### src/verilog/drt_pkg.sv
// Constants and types shared by the dual reload timer block
package drt_pkg;
   localparam int TIMER_WIDTH = 8;
   // First timer control field positions
   localparam int FIRST_SYNC_BIT    = 0;
   localparam int FIRST_RUN_BIT     = 1;
   localparam int PRESCALE_DIV_BIT  = 2;
   localparam int PRESCALE_RUN_BIT  = 3;
   // Second timer control field positions
   localparam int SECOND_SRC_LO_BIT = 0;
   localparam int SECOND_SRC_HI_BIT = 1;
   localparam int AUTO_STOP_BIT     = 2;
   localparam int SECOND_RUN_BIT    = 3;
   // Pin select field positions
   localparam int PIN_FUNC_BIT      = 0;
   localparam int PIN_OUT_SEL_BIT   = 1;
   // External pin control field positions
   localparam int EXT_ENABLE_BIT    = 0;
   localparam int EXT_MODE_BIT      = 1;
   localparam int EXT_POL_BIT       = 2;
   // Interrupt control: flag routes to interrupt when set
   localparam int INT_FIRST_BIT     = 0;
   localparam int INT_SECOND_BIT    = 1;
   // Prescaler divide terminal counts
   localparam logic [3:0] PRESCALE_LAST_SHORT = 4'h3;
   localparam logic [3:0] PRESCALE_LAST_LONG  = 4'hF;
   localparam logic [3:0] CTRL_RESET          = 4'h0;
   typedef enum logic [1:0] {
      DRT_SRC_FIRST_UNDER = 2'h0,
      DRT_SRC_PRESCALE    = 2'h1,
      DRT_SRC_PIN         = 2'h2,
      DRT_SRC_SYSTEM      = 2'h3
   } drt_src_type;
endpackage : drt_pkg

### src/verilog/drt_count_if.sv
// Count pulse and load signals between the block top and one down-counter
`timescale 1ns/1ps
interface drt_count_if;
   logic       tick;
   logic       load;
   logic [7:0] load_value;
   logic [7:0] reload_value;
   logic [7:0] count;
   logic       underflow;
   modport ctrl (output tick, output load, output load_value, output reload_value,
                 input count, input underflow);
   modport counter (input tick, input load, input load_value, input reload_value,
                    output count, output underflow);
endinterface : drt_count_if

### src/verilog/drt_down_counter.sv
// Eight-bit reload down-counter with underflow pulse
`timescale 1ns/1ps
module drt_down_counter (
   input  wire logic   core_clk,
   input  wire logic   reset,
   drt_count_if.counter port_c
);
   typedef struct packed {
      logic [7:0] count;
      logic [7:0] reload;
      logic       underflow;
   } drt_cnt_state_type;

   drt_cnt_state_type state;
   drt_cnt_state_type next_state;

   always_comb begin
      next_state = state;
      next_state.underflow = 1'b0;
      if (port_c.load) begin
         next_state.count  = port_c.load_value;
         next_state.reload = port_c.load_value;
      end else begin
         next_state.reload = port_c.reload_value;
         if (port_c.tick) begin
            if (state.count == 8'h00) begin
               // Reload then continue; n loaded divides by n+1
               next_state.count     = port_c.reload_value;
               next_state.underflow = 1'b1;
            end else begin
               next_state.count = state.count - 8'h01;
            end
         end
      end
   end

   always_ff @(posedge core_clk) begin
      if (reset) begin
         state <= '0;
      end else begin
         state <= next_state;
      end
   end

   assign port_c.count     = state.count;
   assign port_c.underflow = state.underflow;
endmodule : drt_down_counter

### src/verilog/drt_timer_top.sv
// Dual reload timers with prescaler, synchronous start and counter pin
`timescale 1ns/1ps
module drt_timer_top (
   input  wire logic       core_clk,
   input  wire logic       reset,
   input  wire logic [3:0] timer_control_first,
   input  wire logic [3:0] timer_control_second,
   input  wire logic [3:0] timer_control_pin_select,
   input  wire logic [2:0] ext_pin_control,
   input  wire logic [1:0] interrupt_control_first,
   input  wire logic       load_first_timer_instr,
   input  wire logic       load_second_timer_instr,
   input  wire logic       write_first_reload_instr,
   input  wire logic [7:0] load_data,
   input  wire logic       skip_on_first_flag_instr,
   input  wire logic       skip_on_second_flag_instr,
   input  wire logic       first_int_taken,
   input  wire logic       second_int_taken,
   input  wire logic       ext_int_pin,
   input  wire logic       timer_io_pin_in,
   output logic [7:0]      first_count,
   output logic [7:0]      second_count,
   output logic            first_timer_underflow_flag,
   output logic            second_timer_underflow_flag,
   output logic            first_int_request,
   output logic            second_int_request,
   output logic            skip_next,
   output logic            sync_start_latched,
   output logic            timer_io_pin_out,
   output logic            timer_io_pin_oe_n
);
   typedef struct packed {
      logic [1:0] ext_sync;
      logic [1:0] io_sync;
      logic       ext_prev;
      logic       io_prev;
      logic [3:0] prescale;
      logic       sync_latch;
      logic [7:0] first_reload;
      logic [7:0] second_reload;
      logic       flag_first;
      logic       flag_second;
      logic       skip;
      logic       toggle_first;
      logic       toggle_second;
      logic       pin_out;
      logic       pin_oe_n;
      logic       int_first;
      logic       int_second;
      logic [7:0] first_count;
      logic [7:0] second_count;
   } drt_state_type;

   drt_state_type state;
   drt_state_type next_state;
   logic          prescale_tick;
   logic          ext_edge;
   logic          first_gate;
   logic          first_under;
   logic          second_under;
   drt_pkg::drt_src_type second_src;

   drt_count_if first_if ();
   drt_count_if second_if ();

   drt_down_counter u_first (
      .core_clk (core_clk),
      .reset    (reset),
      .port_c   (first_if)
   );

   drt_down_counter u_second (
      .core_clk (core_clk),
      .reset    (reset),
      .port_c   (second_if)
   );

   assign first_under  = first_if.underflow;
   assign second_under = second_if.underflow;
   assign second_src   = drt_pkg::drt_src_type'(
      timer_control_second[drt_pkg::SECOND_SRC_HI_BIT:drt_pkg::SECOND_SRC_LO_BIT]);

   always_comb begin
      logic pin_level;
      logic pin_fall;
      logic sync_on;
      logic rise;
      logic fall;
      pin_level  = state.ext_sync[1];
      rise       = pin_level & ~state.ext_prev;
      fall       = ~pin_level & state.ext_prev;
      pin_fall   = ~state.io_sync[1] & state.io_prev;
      sync_on    = timer_control_first[drt_pkg::FIRST_SYNC_BIT];
      next_state = state;
      // Second stage alone feeds edge logic to avoid metastable reads
      next_state.ext_sync = {state.ext_sync[0], ext_int_pin};
      next_state.io_sync  = {state.io_sync[0], timer_io_pin_in};
      next_state.ext_prev = state.ext_sync[1];
      next_state.io_prev  = state.io_sync[1];
      // Prescaler: cleared while stopped
      prescale_tick = 1'b0;
      if (!timer_control_first[drt_pkg::PRESCALE_RUN_BIT]) begin
         next_state.prescale = 4'h0;
      end else if (state.prescale == (timer_control_first[drt_pkg::PRESCALE_DIV_BIT] ?
                   drt_pkg::PRESCALE_LAST_LONG : drt_pkg::PRESCALE_LAST_SHORT)) begin
         next_state.prescale = 4'h0;
         prescale_tick = 1'b1;
      end else begin
         next_state.prescale = state.prescale + 4'h1;
      end
      // Start latch edge selection
      if (ext_pin_control[drt_pkg::EXT_MODE_BIT]) begin
         ext_edge = rise | fall;
      end else begin
         ext_edge = ext_pin_control[drt_pkg::EXT_POL_BIT] ? rise : fall;
      end
      if (!ext_pin_control[drt_pkg::EXT_ENABLE_BIT]) begin
         next_state.sync_latch = 1'b0;
      end else if (sync_on && timer_control_second[drt_pkg::AUTO_STOP_BIT]
                   && state.sync_latch && first_under) begin
         next_state.sync_latch = 1'b0;
      end else if (sync_on && ext_edge) begin
         next_state.sync_latch = 1'b1;
      end
      first_gate = timer_control_first[drt_pkg::FIRST_RUN_BIT]
                   & (~sync_on | state.sync_latch);
      first_if.tick = first_gate & prescale_tick;
      first_if.load = load_first_timer_instr;
      first_if.load_value = load_data;
      if (write_first_reload_instr) begin
         next_state.first_reload = load_data;
      end else if (load_first_timer_instr) begin
         next_state.first_reload = load_data;
      end
      first_if.reload_value = state.first_reload;
      case (second_src)
         drt_pkg::DRT_SRC_FIRST_UNDER: second_if.tick = first_under;
         drt_pkg::DRT_SRC_PRESCALE:    second_if.tick = prescale_tick;
         drt_pkg::DRT_SRC_PIN:         second_if.tick = pin_fall;
         drt_pkg::DRT_SRC_SYSTEM:      second_if.tick = 1'b1;
         default:                      second_if.tick = 1'b0;
      endcase
      // Second timer also waits on the start latch in sync mode
      second_if.tick = second_if.tick & timer_control_second[drt_pkg::SECOND_RUN_BIT]
                       & (~sync_on | state.sync_latch);
      second_if.load = load_second_timer_instr;
      second_if.load_value = load_data;
      if (load_second_timer_instr) begin
         next_state.second_reload = load_data;
      end
      second_if.reload_value = state.second_reload;
      // Flags: underflow set wins over any clear
      next_state.skip = 1'b0;
      if (skip_on_first_flag_instr && state.flag_first) begin
         next_state.skip = 1'b1;
      end
      if (skip_on_second_flag_instr && state.flag_second) begin
         next_state.skip = 1'b1;
      end
      if ((skip_on_first_flag_instr && state.flag_first) || first_int_taken) begin
         next_state.flag_first = 1'b0;
      end
      if ((skip_on_second_flag_instr && state.flag_second) || second_int_taken) begin
         next_state.flag_second = 1'b0;
      end
      if (first_under) begin
         next_state.flag_first = 1'b1;
      end
      if (second_under) begin
         next_state.flag_second = 1'b1;
      end
      next_state.int_first  = next_state.flag_first
                              & interrupt_control_first[drt_pkg::INT_FIRST_BIT];
      next_state.int_second = next_state.flag_second
                              & interrupt_control_first[drt_pkg::INT_SECOND_BIT];
      // Half-rate output toggles
      if (first_under) begin
         next_state.toggle_first = ~state.toggle_first;
      end
      if (second_under) begin
         next_state.toggle_second = ~state.toggle_second;
      end
      next_state.pin_out = timer_control_pin_select[drt_pkg::PIN_OUT_SEL_BIT] ?
                           next_state.toggle_second : next_state.toggle_first;
      next_state.pin_oe_n = ~timer_control_pin_select[drt_pkg::PIN_FUNC_BIT];
      next_state.first_count  = first_if.count;
      next_state.second_count = second_if.count;
   end

   always_ff @(posedge core_clk) begin
      if (reset) begin
         state <= '0;
         state.pin_oe_n <= 1'b1;
      end else begin
         state <= next_state;
      end
   end

   assign first_count                 = state.first_count;
   assign second_count                = state.second_count;
   assign first_timer_underflow_flag  = state.flag_first;
   assign second_timer_underflow_flag = state.flag_second;
   assign first_int_request           = state.int_first;
   assign second_int_request          = state.int_second;
   assign skip_next                   = state.skip;
   assign sync_start_latched          = state.sync_latch;
   assign timer_io_pin_out            = state.pin_out;
   assign timer_io_pin_oe_n           = state.pin_oe_n;
endmodule : drt_timer_top
### config.mk
export PLATFORM = sky130hd
export DESIGN_NAME = drt_timer_top
export DESIGN_NICKNAME = d
export VERILOG_FILES = /design/src/verilog/drt_pkg.sv /design/src/verilog/drt_count_if.sv /design/src/verilog/drt_down_counter.sv /design/src/verilog/drt_timer_top.sv
export SDC_FILE = /design/constraint.sdc
export NUM_CORES = 1
export LEC_CHECK = 0
export ABC_CLOCK_PERIOD_IN_PS = 1900
export BUFFER_PORTS_ARGS = -buffer_cell sky130_fd_sc_hd__buf_2
export CAP_MARGIN = 20
export CORE_UTILIZATION = 30
export DETAILED_ROUTE_END_ITERATION = 16
export MAX_ROUTING_LAYER = met4
export RECOVER_POWER = 50
export SYNTH_ARGS = -nofsm -noshare
export SYNTH_HDL_FRONTEND = slang
export SYNTH_SLANG_ARGS = --single-unit
### constraint.sdc
create_clock -name core_clk -period 1.9 [get_ports core_clk]
set_input_delay 0.285 -clock core_clk [delete_from_list [all_inputs] [get_ports core_clk]]
set_output_delay 0.285 -clock core_clk [all_outputs]
set_load 0.01 [all_outputs]
### Word-level counts from Yosys, hierarchy flattened

Index checks and enable logic that the tools add are counted.

| operators by class | value |
|---|---|
| add/sub/neg operators | 3 |
| multipliers | 0 |
| order comparisons | 0 |
| reduce and logical (&&, ||, !) cells | 18 |
| bitwise operators | 22 |
| shift operators | 0 |
| multiplexer cells | 25 |
| div/mod/pow operators | 0 |
| eq/ne operators | 4 |

Operators by type and width:

| operator | count |
|---|---|
| 8-bit two-way mux | 6 |
| 16-bit two-way mux | 2 |
| 8-bit logical NOT | 2 |
| 8-bit by 1-bit subtractor with 8-bit output, second input constant | 2 |
| 1-bit two-way mux | 15 |
| 3-bit OR reduction | 4 |
| 1-bit NOT | 11 |
| 1-bit AND | 9 |
| 1-bit logical AND | 6 |
| 2-bit nonzero test | 3 |
| 4-bit by 1-bit adder with 4-bit output, second input constant | 1 |
| 2-bit equality test, second input constant | 2 |
| 4-bit equality test | 1 |
| 4-bit two-way mux | 1 |
| 1-bit case mux with 4 select lines | 1 |
| 2-bit by 1-bit equality test with 1-bit output, second input constant | 1 |
| 2-bit logical NOT | 1 |
| 1-bit logical OR | 2 |
| 1-bit OR | 2 |

| word-level totals | value |
|---|---|
| output and inout port bits | 24 |
| memory bits (read-only) | 0 |
| logic and storage cells | 95 |
| register bits after elaboration | 70 |
| memories kept | 0 |
| latch bits | 0 |
| bits in writable memories | 0 |

### Longest topological paths before layout

Gate-level depths: netlist of run 1.

| depth | value |
|---|---|
| depth after elaboration | 9 |
| gate-level depth with buffers | 8 |
| depth with buffers taken out | 7 |

### By module

From an unflattened synthesis of run 1, not the netlist that was laid out.

| unflattened totals | value |
|---|---|
| cells, all modules | 331 |
| area total of the unflattened synthesis | 3149.3 um^2 |

By module, submodules not included:

| module | cells each | times used | area an instance (um^2) | seq. area each (um^2) |
|---|---|---|---|---|
| drt_timer_top | 185 | 1 | 1868.0 | 1041.0 |
| drt_down_counter | 73 | 2 | 640.6 | 180.2 |

### Worst setup path before layout of run 1

Ideal clock, no wire load.

| path | value |
|---|---|
| path kind | reg2reg |
| start point | reg state[42] (netlist bit) |
| end point | reg u_second.state (netlist bit u_second.port_c.count[7]) |
| stages on the path, launching flop included | 9 |
| buffers on the path | 2 |
| period minus slack after synthesis | 1.995 ns |
| data required time | 1.812 ns |
| slack | -0.095 ns |
| arrival time | 1.907 ns |
| setup time | 0.088 ns |
| cells stage by stage | dfxtp_1 -> ha_1 -> nor4b_4 -> o21ai_1 -> a311o_1 -> buf_2 -> buf_6 -> a211o_1 -> a311oi_2 |

| between the ends | value |
|---|---|
| word-level cells in the longest chain between the ends | 7 |

Ends and longest elaborated chain:

| item | line | text |
|---|---|---|
| start, declared | drt_timer_top.sv:54 | `drt_state_type state;` |
| start signal, assigned | drt_timer_top.sv:195 | `state <= next_state;` |
| 4-bit equality test | drt_timer_top.sv:104 | `end else if (state.prescale == (timer_control_first[drt_pkg::PRESCALE_DIV_BIT] ?` |
| 1-bit two-way mux | drt_timer_top.sv:104 |  |
| 1-bit two-way mux | drt_timer_top.sv:102 | `if (!timer_control_first[drt_pkg::PRESCALE_RUN_BIT]) begin` |
| 1-bit case mux with 4 select lines | drt_timer_top.sv:136 | `case (second_src)` |
| 1-bit AND | drt_timer_top.sv:144 | `second_if.tick = second_if.tick & timer_control_second[drt_pkg::SECOND_RUN_BIT]` |
| 1-bit AND | drt_timer_top.sv:145 | `& (~sync_on \| state.sync_latch);` |
| 2-bit nonzero test (no line) | n/a |  |
| end signal, assigned | drt_down_counter.sv:41 | `state <= next_state;` |
| end, declared | drt_down_counter.sv:14 | `drt_cnt_state_type state;` |

Every way passes these cells.
A chain may end at the register's enable or synchronous reset.

### Worst setup path in the final report of run 1

Same ends and word-level chain as after synthesis.

==> impl_metrics.env, run 1 <==
export IMPL_core_mm2=0.00986
export IMPL_syn_nets=386
export IMPL_io_pins=60
export IMPL_yosysSeqAreaShare=0.454
export IMPL_min_path_type="primary input to flop"
export IMPL_fillers=1018
export IMPL_ctsLongestPathBuffers=2
export IMPL_p_switching_mw=0.867
export IMPL_slew_headroom=0.535
export IMPL_setup_slack_ns=-0.0515
export IMPL_final_core_util=0.398
export IMPL_layout_drive_gt1_share=0.339
export IMPL_peakVddDrop_mv=0.301
export IMPL_cp_required_ns=2.17
export IMPL_max_freq_mhz=512
export IMPL_grt_max_degree=66
export IMPL_power_density_mw_per_mm2=826
export IMPL_min_period_ns=1.95
export IMPL_synth_seq_cells=70
export IMPL_arrival_ns=2.22
export IMPL_fin_setup_tns_ns=-0.190
export IMPL_detail_route_vias_per_cell=4.84
export IMPL_crit_slowest_cell="dfxtp_2"
export IMPL_hold_viol_final=0
export IMPL_seq_power_share=0.488
export IMPL_antenna_found_initial=0
export IMPL_grt_usage=0.147
export IMPL_synth_flop_cell="dfxtp_1"
export IMPL_fin_worst_skew_ns=0.00970
export IMPL_cts_sinks=70
export IMPL_drtAntennaViolNets=0
export IMPL_place_ws_ns=-0.136
export IMPL_yosys_warnings=0
export IMPL_grt_pass1_wl_um=11600
export IMPL_routedWlPerCell_um=13.3
export IMPL_start_util=0.313
export IMPL_clk_pin_slew_ns=0.08
export IMPL_syn_area_mm2=0.00308
export IMPL_dr_pass1_iters=4
export IMPL_syn_mean_instance_area_um2=8.99
export IMPL_clock_latency_ns=0.35
export IMPL_status="finished, violations left"
export IMPL_rsz0062_at_grt="yes"
export IMPL_place_congestion=0.812
export IMPL_cts_tree="done"
export IMPL_grt_ovfl_total=0
export IMPL_start_kind="flop"
export IMPL_p_leak_nw=1.67
export IMPL_drc=0
export IMPL_critPathMaxFanout=8
export IMPL_worstSetupPathType="flop to flop"
export IMPL_drt_wl_total_um=7350
export IMPL_cts_buffers_inserted=9
export IMPL_cts_root_buffer="clkbuf_8"
export IMPL_die_y_um=103
export IMPL_first_iter_violations=243
export IMPL_diodes=0
export IMPL_setup_viol=4
export IMPL_final_nets=458
export IMPL_grt_pass1_vias=2531
export IMPL_finalCritPeriodShare=1.03
export IMPL_tightest_slew_ns=0.697
export IMPL_violations="negative setup slack"
export IMPL_finalPower_mw=3.24
export IMPL_ys_types=48
export IMPL_path_delay_family="compound AO/OA/AOI/OAI gates"
export IMPL_synth_edff_count=0
export IMPL_slew_viol_final=0
export IMPL_switching_share=0.268
export IMPL_drv_cap=0
export IMPL_async_flop_share=0
export IMPL_dpl_cell_count=530
export IMPL_clkPwrFrac=0.358
export IMPL_end_kind="flop"
export IMPL_row_count=36
export IMPL_layoutNonFillerInstCount=552
export IMPL_vias=2674
export IMPL_combinationalPowerShare=0.154
export IMPL_die_area_mm2=0.0107
export IMPL_cts_htree_levels=3
export IMPL_cp_slowest_stage_delay_ns=0.36
export IMPL_dpl_hpwl_um=4820
export IMPL_area_delta_synth_final_pct=27.1
export IMPL_die_w_um=103
export IMPL_cp_cell_sequence="ha_4, nor4b_4, o21ai_2, a311o_1, buf_12, buf_8, a211o_1, a311oi_2"
export IMPL_syn_inst=343
export IMPL_crit_buf_inv=2
export IMPL_port_buffers=57
export IMPL_intPower_mw=2.37
==> cell families after synthesis <==
kind of cell	Yosys count	share of synthesized area
AOI/OAI and AO/OA	72	0.166
DFF	70	0.454
and+or+nand+nor	121	0.198
xor gates and xnor gates	10	0.0284
muxes	11	0.0365
buffers and inverters	52	0.0880
adders and majority gates	7	0.0284
==> routing by layer <==
metal  global-route usage  part of all wire  vias up
li1                     -                 -     1310
met1                0.169              0.45     1262
met2                0.241              0.47       91
met3               0.0390             0.066       11
met4               0.0618             0.015        0
met5                    -                 0        -
==> placed cells by master (no fill, tap or decap), drive strengths merged, types with 3 or more instances in the layout <==
master / netlist / routed
nand2: 22 / 22
nor2: 49 / 49
inv: 19 / 19
a211oi: 3 / 3
clkinv: 0 / 3
o21ai: 12 / 12
nand3: 5 / 5
xnor2: 8 / 8
buf: 21 / 93
mux2i: 9 / 9
a31oi: 3 / 3
clkbuf: 12 / 9
nor4: 3 / 3
a21oi: 18 / 18
a211o: 8 / 8
nor3: 5 / 5
nand2b: 3 / 3
dfxtp: 70 / 70
a221oi: 6 / 6
ha: 7 / 7
or3: 3 / 4
a311oi: 9 / 9
nor2b: 18 / 18
nor3b: 3 / 3
o211ai: 3 / 3
o31ai: 3 / 3
==> flip-flops by register name (all words and copies together) (netlist names) <==
signal / flops
first_count: 8
first_if.reload_value: 8
first_int_request: 1
first_timer_underflow_flag: 1
next_state: 4
second_count: 8
second_if.reload_value: 8
second_int_request: 1
second_timer_underflow_flag: 1
skip_next: 1
state: 8
sync_start_latched: 1
timer_io_pin_oe_n: 1
timer_io_pin_out: 1
u_first.port_c.count: 8
u_first.port_c.underflow: 1
u_second.port_c.count: 8
u_second.port_c.underflow: 1
==> cell type report <==
| type | count | area, um2 | area share |
|---|---|---|---|
| tap | 133 | 166 | 0.0424 |
| clock inverter | 6 | 63.8 | 0.0163 |
| sequential | 70 | 1410 | 0.359 |
| inverter | 19 | 71.3 | 0.0182 |
| clock buffer | 9 | 124 | 0.0316 |
| timing repair buffer | 93 | 576 | 0.147 |
| multi-input combinational | 222 | 1510 | 0.386 |
==> Yosys cell counts, drive strengths merged, types with 3 or more instances <==
cell,count,share of area
a211o,8,0.023
a211oi,3,0.0073
a21oi,18,0.029
a221oi,6,0.019
a311oi,9,0.028
a31oi,3,0.0061
buf,21,0.050
clkbuf,12,0.015
dfxtp,70,0.45
ha,7,0.028
inv,19,0.023
mux2i,9,0.029
nand2,22,0.027
nand2b,3,0.0061
nand3,5,0.0081
nor2,49,0.060
nor2b,18,0.037
nor3,5,0.0081
nor3b,3,0.0073
nor4,3,0.0061
o211ai,3,0.0073
o21ai,12,0.019
o31ai,3,0.0073
or3,3,0.0077
xnor2,8,0.023
==> through the flow <==
step	instance area, um2	hold slack [ns]
floorplan	3100	0.359
global placement	3580	0.418
finish	3920	0.0987
CTS	3840	0.0819
global route	3920	0.0844
detailed placement	3580	0.436
==> power by group through the flow <==
stage / Combinational, mW / Clock (mW) / Sequential (mW)
floorplan: 0.296 / 0 / 1.61
global placement: 0.447 / 0 / 1.61
detailed placement: 0.457 / 0 / 1.61
CTS: 0.476 / 1.20 / 1.58
global route: 0.552 / 1.27 / 1.59
finish: 0.498 / 1.16 / 1.58
==> worst paths after layout <==
path | slack (ns) | start | endpoint | cells after the start
max | -0.05 | state[42] | u_second.port_c.count[7] | 8
min | 0.1 | timer_control_pin_select[0] | timer_io_pin_oe_n | 2
max reg2reg | -0.05 | state[42] | u_second.port_c.count[7] | 8
min reg2reg | 0.44 | next_state[46] | state[46] | 2
==> what timing repair did <==
item,CTS,global route
endpoints found under the hold margin,0,0
pin swaps,11,12
setup buffers,5,1
setup endpoints to repair,9,14
gates resized for setup,10,19
cloned,0,1
hold buffers,0,0
Note: power is estimated with default switching activity, not from simulation.
==> run 2: changes to the inputs <==
Settings changed: CELL_PAD_IN_SITES_DETAIL_PLACEMENT from default to 1, CELL_PAD_IN_SITES_GLOBAL_PLACEMENT from default to 2, PLACE_DENSITY_LB_ADDON from default to 0.1.
==> impl_metrics.env, run 2 (same netlist as run 1, synthesis figures left out) <==
export IMPL_peakVddDrop_mv=0.379
export IMPL_r2r_end="u_second.port_c.count[3]"
export IMPL_port_buffers=57
export IMPL_hold_viol_final=0
export IMPL_cts_sinks=70
export IMPL_area_delta_synth_final_pct=29.9
export IMPL_core_mm2=0.00986
export IMPL_clkPwrFrac=0.393
export IMPL_p_switching_mw=0.902
export IMPL_combinationalPowerShare=0.151
export IMPL_dr_pass1_iters=4
export IMPL_cp_required_ns=2.15
export IMPL_dpl_cell_count=537
export IMPL_ctsLongestPathBuffers=2
export IMPL_arrival_ns=2.20
export IMPL_vias=2647
export IMPL_dpl_hpwl_um=5400
export IMPL_detail_route_vias_per_cell=4.73
export IMPL_intPower_mw=2.56
export IMPL_grt_pass1_wl_um=12800
export IMPL_slew_headroom=0.207
export IMPL_slew_viol_final=0
export IMPL_violations="negative setup slack"
export IMPL_min_path_type="primary input to flop"
export IMPL_hold_ws_ns=0.0974
export IMPL_grt_usage=0.165
export IMPL_row_count=36
export IMPL_layoutNonFillerInstCount=560
export IMPL_ff2ff_path_depth=7
export IMPL_die_y_um=103
export IMPL_timing_rr_start="state[43]"
export IMPL_final_nets=465
export IMPL_min_path_cells=2
export IMPL_io_pins=60
export IMPL_drc=0
export IMPL_routedWlPerCell_um=14.4
export IMPL_setup_viol=7
export IMPL_end_kind="flop"
export IMPL_critPathLaunch="state[43]"
export IMPL_min_period_ns=1.95
export IMPL_diodes=0
export IMPL_cts_htree_levels=3
export IMPL_finalCritPeriodShare=1.02
export IMPL_start_kind="flop"
export IMPL_drv_cap=0
export IMPL_grt_ovfl_total=0
export IMPL_ff2ff_setup_slack_ns=-0.05
export IMPL_critPathMaxFanout=5
export IMPL_endpoint="u_second.port_c.count[3]"
export IMPL_tightest_slew_ns=1.19
export IMPL_start_util=0.313
export IMPL_die_area_mm2=0.0107
export IMPL_die_w_um=103
export IMPL_cts_root_buffer="clkbuf_8"
export IMPL_worstSetupPathType="flop to flop"
export IMPL_grt_pass1_vias=2625
export IMPL_fin_setup_tns_ns=-0.252
export IMPL_drtAntennaViolNets=0
export IMPL_cts_tree="done"
export IMPL_place_congestion=0.724
export IMPL_max_freq_mhz=514
export IMPL_layout_drive_gt1_share=0.309
export IMPL_clk_pin_slew_ns=0.08
export IMPL_drt_wl_total_um=8050
export IMPL_finalPower_mw=3.46
export IMPL_setup_slack_ns=-0.0469
export IMPL_switching_share=0.261
export IMPL_final_common_cell="dfxtp_1"
export IMPL_cts_buffers_inserted=9
export IMPL_grt_max_degree=66
export IMPL_place_ws_ns=-0.105
export IMPL_antenna_found_initial=0
export IMPL_seq_power_share=0.456
export IMPL_p_leak_nw=1.70
export IMPL_status="finished, violations left"
export IMPL_rsz0062_at_grt="yes"
export IMPL_first_iter_violations=80
export IMPL_final_cell_mix="68 x dfxtp_1, 55 x buf_2, 49 x nor2_1"
export IMPL_power_density_mw_per_mm2=864
export IMPL_clock_latency_ns=0.34
export IMPL_fin_worst_skew_ns=0.0108
run 2: final cells by class:
cell class                 count  area [um2]
clock buffer                  10         138
clock inverter                 6        85.1
fill                        1175        5860
inverter                      19        71.3
multi-input combinational    222        1500
sequential                    70        1400
tap                          133         166
timing repair buffer         100         637
run 2: worst min path at each step:
| stage | start | end | slack, ns |
|---|---|---|---|
| global route | timer_control_pin_select[0] | timer_io_pin_oe_n | 0.10 |
| detailed placement | next_state[46] | state[46] | 0.44 |
| finish | timer_control_pin_select[0] | timer_io_pin_oe_n | 0.1 |
| CTS | timer_control_pin_select[0] | timer_io_pin_oe_n | 0.08 |
| floorplan | timer_control_pin_select[0] | timer_io_pin_oe_n | 0.36 |
| global placement | next_state[51] | next_state[47] | 0.42 |
run 2: metal layers:
layer,vias to the layer above,track usage,wire [um]
li1,1330,-,-
met1,1256,0.207,3990
met2,52,0.265,3670
met3,9,0.0262,275
met4,0,0.0618,117
met5,-,-,0
run 2: critical path, stage by stage, from the launching register on:
cell and delay, ns:
dfxtp_2 0.36, ha_4 0.14, nor4b_4 0.23, o21ai_2 0.09, a311o_2 0.40, buf_12 0.16, a211o_1 0.25, a311oi_2 0.22
run 2: metrics by stage:
stage / area, um2 / util
2_1_floorplan: 3100 / -
3_3_place_gp: 3660 / 0.371
3_5_place_dp: 3660 / 0.371
4_1_cts: 3970 / 0.402
5_1_grt: 4010 / 0.406
6_report: 4010 / 0.406
run 2: power groups by stage:
stage	registers, mW	logic [mW]	clock network (mW)
after floorplan	1.61	0.296	0
after global placement	1.61	0.488	0
after detailed placement	1.61	0.493	0
after CTS	1.58	0.517	1.41
after global routing	1.59	0.584	1.47
final	1.58	0.522	1.36
run 2: repair_timing:
item | in CTS | in global routing
hold buffers | 0 | 0
resized for setup | 10 | 14
pin swaps | 6 | 3
gates cloned | 1 | 1
buffers inserted | 3 | 2
endpoints found under the setup margin | 9 | 13
